$ cat config.mk
export PLATFORM = sky130hd
export DESIGN_NAME = pcs_regs
export DESIGN_NICKNAME = d
export VERILOG_FILES = /design/src/pcs_pkg.sv /design/src/pcs_regs.sv
export SDC_FILE = /design/constraint.sdc
export NUM_CORES = 1
export LEC_CHECK = 0
export ABC_CLOCK_PERIOD_IN_PS = 880
export BUFFER_PORTS_ARGS = -buffer_cell sky130_fd_sc_hd__buf_2
export CAP_MARGIN = 20
export CORE_ASPECT_RATIO = 1.25
export CORE_MARGIN = 2
export CORE_UTILIZATION = 41
export DETAILED_ROUTE_END_ITERATION = 16
export PLACE_DENSITY = 0.87
export SYNTH_ARGS = -nofsm -noshare
export SYNTH_HDL_FRONTEND = slang
export SYNTH_SLANG_ARGS = --single-unit
$ cat constraint.sdc
create_clock -name sys_clk_in -period 0.88 [get_ports sys_clk_in]
set_input_delay 0.176 -clock sys_clk_in [delete_from_list [all_inputs] [get_ports sys_clk_in]]
set_output_delay 0.176 -clock sys_clk_in [all_outputs]
set_load 0.02 [all_outputs]
$ cat src/pcs_pkg.sv
// Package for the bus command and status register bank.
// Assumes a configuration access port that addresses 16-bit words by byte offset.
package pcs_pkg;
  localparam logic [7:0] CMD_OFFSET = 8'h04;
  localparam logic [7:0] STAT_OFFSET = 8'h06;
  localparam logic [15:0] CMD_RESET = 16'h00A0;
  localparam logic [15:0] CMD_WMASK = 16'h02A7;
  localparam int CMD_IO_BIT = 0;
  localparam int CMD_MEM_BIT = 1;
  localparam int CMD_MASTER_BIT = 2;
  localparam int CMD_SNOOP_BIT = 5;
  localparam int CMD_STEP_BIT = 7;
  localparam int CMD_B2B_BIT = 9;
  localparam int STAT_FB2B_BIT = 7;
  localparam int STAT_TMG_LO = 9;
  localparam int STAT_TMG_W = 2;
  localparam int XR_STRAP_BIT = 0;
  localparam logic [7:0] XR_ZERO = 8'h00;
  localparam int STAT_TABORT_BIT = 11;
  localparam int STAT_MABORT_BIT = 12;
  localparam int MISC_MEM_BIT = 1;
  localparam logic [15:0] DATA_ZERO = 16'h0000;
  // Device-select timing codes.
  typedef enum logic [1:0]
  {
    PCS_TMG_FAST = 2'b00,
    PCS_TMG_MEDIUM = 2'b01,
    PCS_TMG_SLOW = 2'b10,
    PCS_TMG_RSVD = 2'b11
  } pcs_timing_t;
  // Register access request.
  typedef struct packed
  {
    logic wr;
    logic rd;
    logic [7:0] addr;
    logic [15:0] wdata;
  } pcs_req_t;
  // Decoded controls handed to the bus logic.
  typedef struct packed
  {
    logic io_en;
    logic mem_en;
    logic master_en;
    logic snoop_en;
    logic step_en;
    logic b2b_en;
  } pcs_ctrl_t;
endpackage : pcs_pkg

$ cat src/pcs_regs.sv
// Command and status configuration registers of the system bus interface.
// Assumes synchronous accesses on sys_clk_in and abort events as one-cycle pulses.
// The cycle description inputs are levels that stand for the whole bus cycle.
//
// Contract
// - Memory enable gates memory space decoding.
// - Memory accepted needs enable and legacy bit.
// - Bit 2 enables bus mastering, PCI only.
// - Snoop set completes palette writes without select.
// - Bit 7 enables address/data stepping, PCI only.
// - Bit 9 enables back-to-back master cycles, PCI only, with bit 2 set.
// - Command bits 15-10 reserved; resets to 00A0h.
// - Status writes of one clear bits.
// - Status bit 7 always reads one.
// - Timing bits from strap: low 01, high 10.
// - Timing codes fast, medium, slow, reserved.
// - Strap level readable in extended readback bit 0.
// - Target abort as master sets bit 11.
// - Master abort sets bit 12.
// - Status at bytes 7,6; bits 6-0 reserved.
// - Command bit 0 enables I/O space.
`timescale 1ns/1ps
module pcs_regs
  import pcs_pkg::*;
(
  // Clock and reset.
  input wire logic sys_clk_in,
  input wire logic nrst_in,
  // Register access port.
  input wire pcs_req_t req_in,
  output logic [15:0] rdata_out,
  // Straps and legacy inputs.
  input wire logic memory_data_strap_bit_in,
  input wire logic [7:0] legacy_misc_output_in,
  input wire logic pci_mode_in,
  // Bus cycle events and requests.
  input wire logic target_abort_in,
  input wire logic master_abort_in,
  input wire logic mem_cycle_in,
  input wire logic io_cycle_in,
  input wire logic palette_write_in,
  // Controls and status.
  output pcs_ctrl_t ctrl_out,
  output logic mem_claim_out,
  output logic io_claim_out,
  output logic local_bus_select_n_out,
  output pcs_timing_t devsel_timing_out,
  output logic [7:0] extended_strap_readback_out
);

  logic [15:0] bus_command;
  logic strap_done;
  logic strap_level;
  logic tabort;
  logic mabort;
  logic wr_cmd;
  logic wr_stat;
  logic [15:0] bus_status_word;
  logic rd_cmd;
  logic rd_stat;
  logic mem_hit;
  logic io_hit;

  // A memory cycle is taken only with the space enabled and the legacy gate open.
  function automatic logic mem_hit_f(input logic cycle, input logic [15:0] cmd, input logic [7:0] misc);
    mem_hit_f = cycle && cmd[CMD_MEM_BIT] && misc[MISC_MEM_BIT];
  endfunction : mem_hit_f

  // An I/O cycle with the space enabled is taken unless it is a palette write that the snoop bit lets pass on.
  function automatic logic io_hit_f(input logic cycle, input logic pal, input logic [15:0] cmd);
    io_hit_f = cycle && cmd[CMD_IO_BIT] && !(pal && cmd[CMD_SNOOP_BIT]);
  endfunction : io_hit_f

  // The strap picks medium or slow select timing; fast shows only as the devsel_timing_out reset value, the reserved code never.
  function automatic pcs_timing_t timing_f(input logic strap);
    timing_f = strap ? PCS_TMG_SLOW : PCS_TMG_MEDIUM;
  endfunction : timing_f

  // Word decode of the two register offsets.
  assign wr_cmd = req_in.wr && (req_in.addr == CMD_OFFSET);
  assign wr_stat = req_in.wr && (req_in.addr == STAT_OFFSET);
  assign rd_cmd = req_in.rd && (req_in.addr == CMD_OFFSET);
  assign rd_stat = req_in.rd && (req_in.addr == STAT_OFFSET);

  // Claim decisions shared by the claim flags and the local select.
  // Both use the live command word so a claim never lags a command write.
  assign mem_hit = mem_hit_f(mem_cycle_in, bus_command, legacy_misc_output_in);
  assign io_hit = io_hit_f(io_cycle_in, palette_write_in, bus_command);

  // Command register; only defined bits are writable.
  // Reserved bits are masked on the way in, so they always read zero.
  always_ff @(posedge sys_clk_in or negedge nrst_in)
  begin
    if (!nrst_in)
      bus_command <= CMD_RESET;
    else if (wr_cmd)
      bus_command <= req_in.wdata & CMD_WMASK;
  end

  // Strap is caught on the first clock after reset release.
  // It is held from then on; only a new hardware reset samples it again.
  always_ff @(posedge sys_clk_in or negedge nrst_in)
  begin
    if (!nrst_in)
    begin
      strap_done <= 1'b0;
      strap_level <= 1'b0;
    end
    else if (!strap_done)
    begin
      strap_done <= 1'b1;
      strap_level <= memory_data_strap_bit_in;
    end
  end

  // Target-abort flag; a new event wins over a clear in the same cycle.
  // That way an abort is never lost to a clearing write that raced it.
  always_ff @(posedge sys_clk_in or negedge nrst_in)
  begin
    if (!nrst_in)
      tabort <= 1'b0;
    else if (target_abort_in)
      tabort <= 1'b1;
    else if (wr_stat && req_in.wdata[STAT_TABORT_BIT])
      tabort <= 1'b0;
  end

  // Master-abort flag, set and cleared in the same way.
  always_ff @(posedge sys_clk_in or negedge nrst_in)
  begin
    if (!nrst_in)
      mabort <= 1'b0;
    else if (master_abort_in)
      mabort <= 1'b1;
    else if (wr_stat && req_in.wdata[STAT_MABORT_BIT])
      mabort <= 1'b0;
  end

  // Status word assembly; reserved bits stay zero.
  // Fixed and strapped bits are built here, so a write can never reach them.
  always_comb
  begin
    bus_status_word = DATA_ZERO;
    bus_status_word[STAT_FB2B_BIT] = 1'b1;
    bus_status_word[STAT_TMG_LO +: STAT_TMG_W] = timing_f(strap_level);
    bus_status_word[STAT_TABORT_BIT] = tabort;
    bus_status_word[STAT_MABORT_BIT] = mabort;
  end

  // Registered read data; unmapped offsets read zero.
  // The data stands for one cycle and then falls back to zero.
  always_ff @(posedge sys_clk_in or negedge nrst_in)
  begin
    if (!nrst_in)
      rdata_out <= DATA_ZERO;
    else if (rd_cmd)
      rdata_out <= bus_command;
    else if (rd_stat)
      rdata_out <= bus_status_word;
    else
      rdata_out <= DATA_ZERO;
  end

  // Registered controls; the PCI-only bits stay off on the local bus.
  // They follow the command word one clock after a write.
  always_ff @(posedge sys_clk_in or negedge nrst_in)
  begin
    if (!nrst_in)
      ctrl_out <= '0;
    else
    begin
      ctrl_out.io_en <= bus_command[CMD_IO_BIT];
      ctrl_out.mem_en <= bus_command[CMD_MEM_BIT];
      ctrl_out.master_en <= bus_command[CMD_MASTER_BIT] && pci_mode_in;
      ctrl_out.snoop_en <= bus_command[CMD_SNOOP_BIT];
      ctrl_out.step_en <= bus_command[CMD_STEP_BIT] && pci_mode_in;
      ctrl_out.b2b_en <= bus_command[CMD_B2B_BIT] && bus_command[CMD_MASTER_BIT] && pci_mode_in;
    end
  end

  // Registered claim flags, one cycle after the cycle description.
  always_ff @(posedge sys_clk_in or negedge nrst_in)
  begin
    if (!nrst_in)
    begin
      mem_claim_out <= 1'b0;
      io_claim_out <= 1'b0;
    end
    else
    begin
      mem_claim_out <= mem_hit;
      io_claim_out <= io_hit;
    end
  end

  // Local select goes low for any claimed cycle.
  // A snooped palette write is not claimed, so it runs on to the ISA side.
  always_ff @(posedge sys_clk_in or negedge nrst_in)
  begin
    if (!nrst_in)
      local_bus_select_n_out <= 1'b1;
    else
      local_bus_select_n_out <= !(mem_hit || io_hit);
  end

  // Strap-derived outputs follow the level caught after reset, one clock later.
  // Until then they show the reset values, then the low-strap values for one clock, so users wait two clocks.
  always_ff @(posedge sys_clk_in or negedge nrst_in)
  begin
    if (!nrst_in)
    begin
      devsel_timing_out <= PCS_TMG_FAST;
      extended_strap_readback_out <= XR_ZERO;
    end
    else
    begin
      devsel_timing_out <= timing_f(strap_level);
      extended_strap_readback_out <= XR_ZERO;
      extended_strap_readback_out[XR_STRAP_BIT] <= strap_level;
    end
  end

endmodule : pcs_regs

======== Word level (Yosys, flattened, before mapping) ========
Cells that the tools add are included.
word-level totals
  register bits ........................... 38
  input bits .............................. 43
  output and inout bits ................... 35
  word-level logic and storage cells ...... 46
operators by class
  equality and inequality tests ........... 2
  mux-type cells .......................... 7
  reductions and logical operators ........ 20
operators with widths
  operator            count
  $eq 8x3->1 const B  2
  $mux 16             1
  $logic_and 1x1->1   15
  $mux 13             1
  $mux 1              4
  $reduce_bool 2->1   2
  $logic_not 1->1     2
  $mux 2              1
  $logic_or 1x1->1    1

======== Logic depth before layout (Yosys ltp) ========
  depth after elaboration ................. 5
  gate-level depth with buffers ........... 3
  depth with buffers taken out ............ 3

======== Worst setup path after synthesis ========
No wires, ideal clock.
  path type ............................... input port to flip-flop
  from .................................... input port req_in[21] (netlist name)
  to ...................................... register bus_command[9]
  setup time .............................. 0.128 ns
  arrival ................................. 1.041 ns
  required time ........................... 0.752 ns
  path slack .............................. -0.288 ns
  cell stages on the path ................. 3
  buffers on the path ..................... 0
  cells stage by stage .................... nor4_4 > nand3_4 > mux2_1
between the ends
  cells in the longest elaborated chain, start to end .. 2
ends and longest elaborated chain
  what                  line            RTL
  from (decl)           pcs_regs.sv:30  input wire pcs_req_t req_in,
  $eq 8x3->1            pcs_regs.sv:80  assign wr_cmd = req_in.wr && (req_in.addr == CMD_OFFSET);
  $logic_and 1x1->1     pcs_regs.sv:80
  to (signal assigned)  pcs_regs.sv:97  bus_command <= req_in.wdata & CMD_WMASK;
  to (decl)             pcs_regs.sv:51  logic [15:0] bus_command;
Every way passes these cells.
A chain may end at the register's enable or synchronous reset.

======== Worst setup path after layout ========
  from .................................... register local_bus_select_n_out
  to ...................................... output port local_bus_select_n_out
RTL lines
  what                    line             RTL
  from (decl)             pcs_regs.sv:46   output logic local_bus_select_n_out,
  from (signal assigned)  pcs_regs.sv:203  local_bus_select_n_out <= !(mem_hit || io_hit);
No word-level cell between the ends.

==> run metrics <==
Switching Share=between 20% and 30%; sequential-to-total area share from yosys stat=a little under two thirds; port bufs=between 40 and 50; Setup crit start kind=register; Worst Hold Class=in2reg; failing checks=setup timing; I/O Pins=78; VDD IR-drop max=roughly 1.3 mV; main combinational cell family by area after synthesis=simple AND/OR/NAND/NOR gates; crit end category=primary output; Die Area=between 3000 and 4000 um2; CTS tree=done; final-report setup violation count=31; CP Buf/Inv Count=1; core area=2710 um2; Inserted Diodes=0; Fmax=a little under 900 MHz; CTS Root Cell=clkbuf_4; number of global-route vias before repair=approximately 890; count of cell types in the netlist=22; row count=21; Arr. time, crit path=0.96 ns; Seq cells post-synth=30; LEAKAGE=roughly 0.95 nW; largest net degree at the start of global routing=31; Starting Density=approximately 44%; Pwr Density=~1800 nW/um2; area grow syn2layout=52.1%; GPL Wtd Cong=approximately 0.79; share of cells above drive strength 1=57.6%; Reg area=754 um2; Flop pwr share=45.0%; total gr overflow=0; post-synthesis mux area share=under 10%; clock-pin slew on the worst setup and hold paths=approximately 0.090 ns; Multi-input gate area=around 400 um2; Switch Pwr=~0.7 mW; minimum clock period=around 1.1 ns; drt drc=0; initial antenna violation count=0; Adder-Cell Fraction of Synth Area=0%; slowest stage cell, crit path=dfstp_2; crit path max fanout=1; cell internal pwr=~2.6 mW; status=finished, violations left; Design Power=roughly 3.2 mW; post-route clock period utilization=130%; maxcap violations=0; RSZ-0062 raised after global routing=true; clock group share of total power=a little over two fifths; GRT Total Usage=between 10% and 20%; clk_lat worst skew=0.33 ns; average instance area after synthesis=13.6 um2; Syn. warnings=0; first-pass GRT wire length=~4300 um; Setup WS pre-CTS=-0.413 ns; via count=roughly 860; Largest stage delay, worst path=about 0.53 ns; H-Tree Depth=2; Routed Antenna Nets=0; HPWL Detailed=1720 um; fill cell count=around 180; Post-Synth Simple-Gate Area=between 15 and 20%; cell family with most CP delay=flip-flops; CTS Sinks=30; CP required=around 0.70 ns; fin worst setup slack=-0.260 ns; Slew Limit Fails=0; final hold vios=0; routed wire length=about 2800 um; Clock Skew=between 0.015 and 0.02 ns; Iteration-0 DRC Markers=16; drt pass-1 iters=4; Comb power frac=a little under an eighth; CP Class=reg2out; XOR/XNOR Fraction of Synth Area=0%; die width=roughly 52 um; routed length per instance=around 15 um; CTS Buffer Depth=2; post-synthesis compound-gate area fraction=2.96%; total CTS buffers=5; Cell Area, Synth=about 1200 um2; Final #Nets=193; crit-path cells=buf_6; Vias/cell=approximately 4.7; Cells after Synth=slightly below 90; Die H=between 60 and 70 um
-- per-stage QoR --
stage / std cells / hold slack [ns] / instance area (um2) / TNS (ns) / util [%]
final: 185 / 0.0435 / 1800 / -3.46 / 66.5
after global placement: 174 / 0.130 / 1470 / -5.01 / 54.2
after floorplan: 100 / -0.120 / 1230 / -2.27 / -
after CTS: 183 / 0.0292 / 1760 / -3.58 / 64.9
after detailed placement: 174 / 0.133 / 1470 / -5.41 / 54.2
after global routing: 185 / 0.00927 / 1800 / -4.66 / 66.5
-- cells in the mapped netlist --
| cell type | number | area (um2) |
|---|---|---|
| and3_2 | 1 | 7.51 |
| nor2_1 | 7 | 26.3 |
| conb_1 | 2 | 7.51 |
| and3_1 | 2 | 12.5 |
| nand3_1 | 1 | 5.00 |
| nand4_1 | 2 | 12.5 |
| o211ai_1 | 1 | 7.51 |
| dfstp_2 | 3 | 78.8 |
| nor4_4 | 1 | 21.3 |
| and2_1 | 6 | 37.5 |
| a22oi_1 | 1 | 7.51 |
| a21o_1 | 2 | 15.0 |
| buf_4 | 15 | 113 |
| nand2_1 | 2 | 7.51 |
| inv_1 | 3 | 11.3 |
| nor4b_4 | 1 | 23.8 |
| a21oi_1 | 1 | 5.00 |
| dfrtp_1 | 27 | 676 |
| and4bb_2 | 1 | 12.5 |
| mux2_2 | 4 | 45.0 |
| nand3_4 | 1 | 17.5 |
| mux2_1 | 3 | 33.8 |
-- cell type report --
type	instances	area share, %
clock inverter	2	3.34
multi-input combinational	52	21.7
clock buffer	6	2.85
tap	34	2.36
sequential	30	41.9
timing repair buffer	58	27.2
inverter	3	0.625
-- cell families after synthesis --
kind of cell	after synthesis
muxes	7
other	2
buffers and inverters	18
AOI/OAI and AO/OA	5
and+or+nand+nor	25
DFF	30
-- metal layers --
layer	track usage (%)	vias up	part of all wire [%]	wire length [um]
li1	-	383	-	-
met1	18.7	409	37	1050
met2	32.4	61	52	1480
met3	7.01	9	8.1	228
met4	9.54	0	2.3	64
met5	0	-	0	0
-- timing repair --
action	CTS	global route
hold buffers	1	0
setup endpoints to repair	32	37
setup buffers	0	2
hold endpoints to repair	30	0
pin swaps	5	5
resized for setup	52	8
-- power by group through the flow --
stage          logic [mW]  clock network [mW]  registers (mW)
3_5_place_dp        0.293                   0            1.47
2_1_floorplan       0.152                   0            1.50
3_3_place_gp        0.285                   0            1.47
5_1_grt             0.389                1.54            1.46
6_report            0.365                1.42            1.46
4_1_cts             0.348                1.44            1.45
-- worst paths after layout --
kind                                        start                             end  slack [ns]  depth (start not counted)
max                        local_bus_select_n_out          local_bus_select_n_out       -0.26                          1
min                               master_abort_in                          mabort        0.04                          2
max reg2reg                        bus_command[7]                    rdata_out[7]        0.01                          2
min reg2reg                           strap_level  extended_strap_readback_out[0]        0.41                          0
max in group asynchronous                 nrst_in          local_bus_select_n_out        0.32                          3
min in group asynchronous                 nrst_in                     ctrl_out[1]        0.32                          3
-- sequential cells by signal (all words and copies together), names as in the netlist --
register,flops
mabort,1
tabort,1
mem_claim_out,1
rdata_out,9
io_claim_out,1
strap_done,1
local_bus_select_n_out,1
strap_level,1
ctrl_out,6
bus_command,6
extended_strap_readback_out,1
devsel_timing_out,1
-- placed cells by master (no fill, tap or decap), types with 3 or more instances in the layout --
| cell | instances |
|---|---|
| buf_4 | 8 |
| clkbuf_4 | 5 |
| dfstp_2 | 3 |
| and2_4 | 4 |
| mux2_2 | 4 |
| mux2_4 | 3 |
| buf_2 | 23 |
| dfrtp_1 | 27 |
| conb_1 | 15 |
| buf_6 | 24 |
| nor2_1 | 6 |
| inv_1 | 3 |
(Power assumes the default switching activity.)
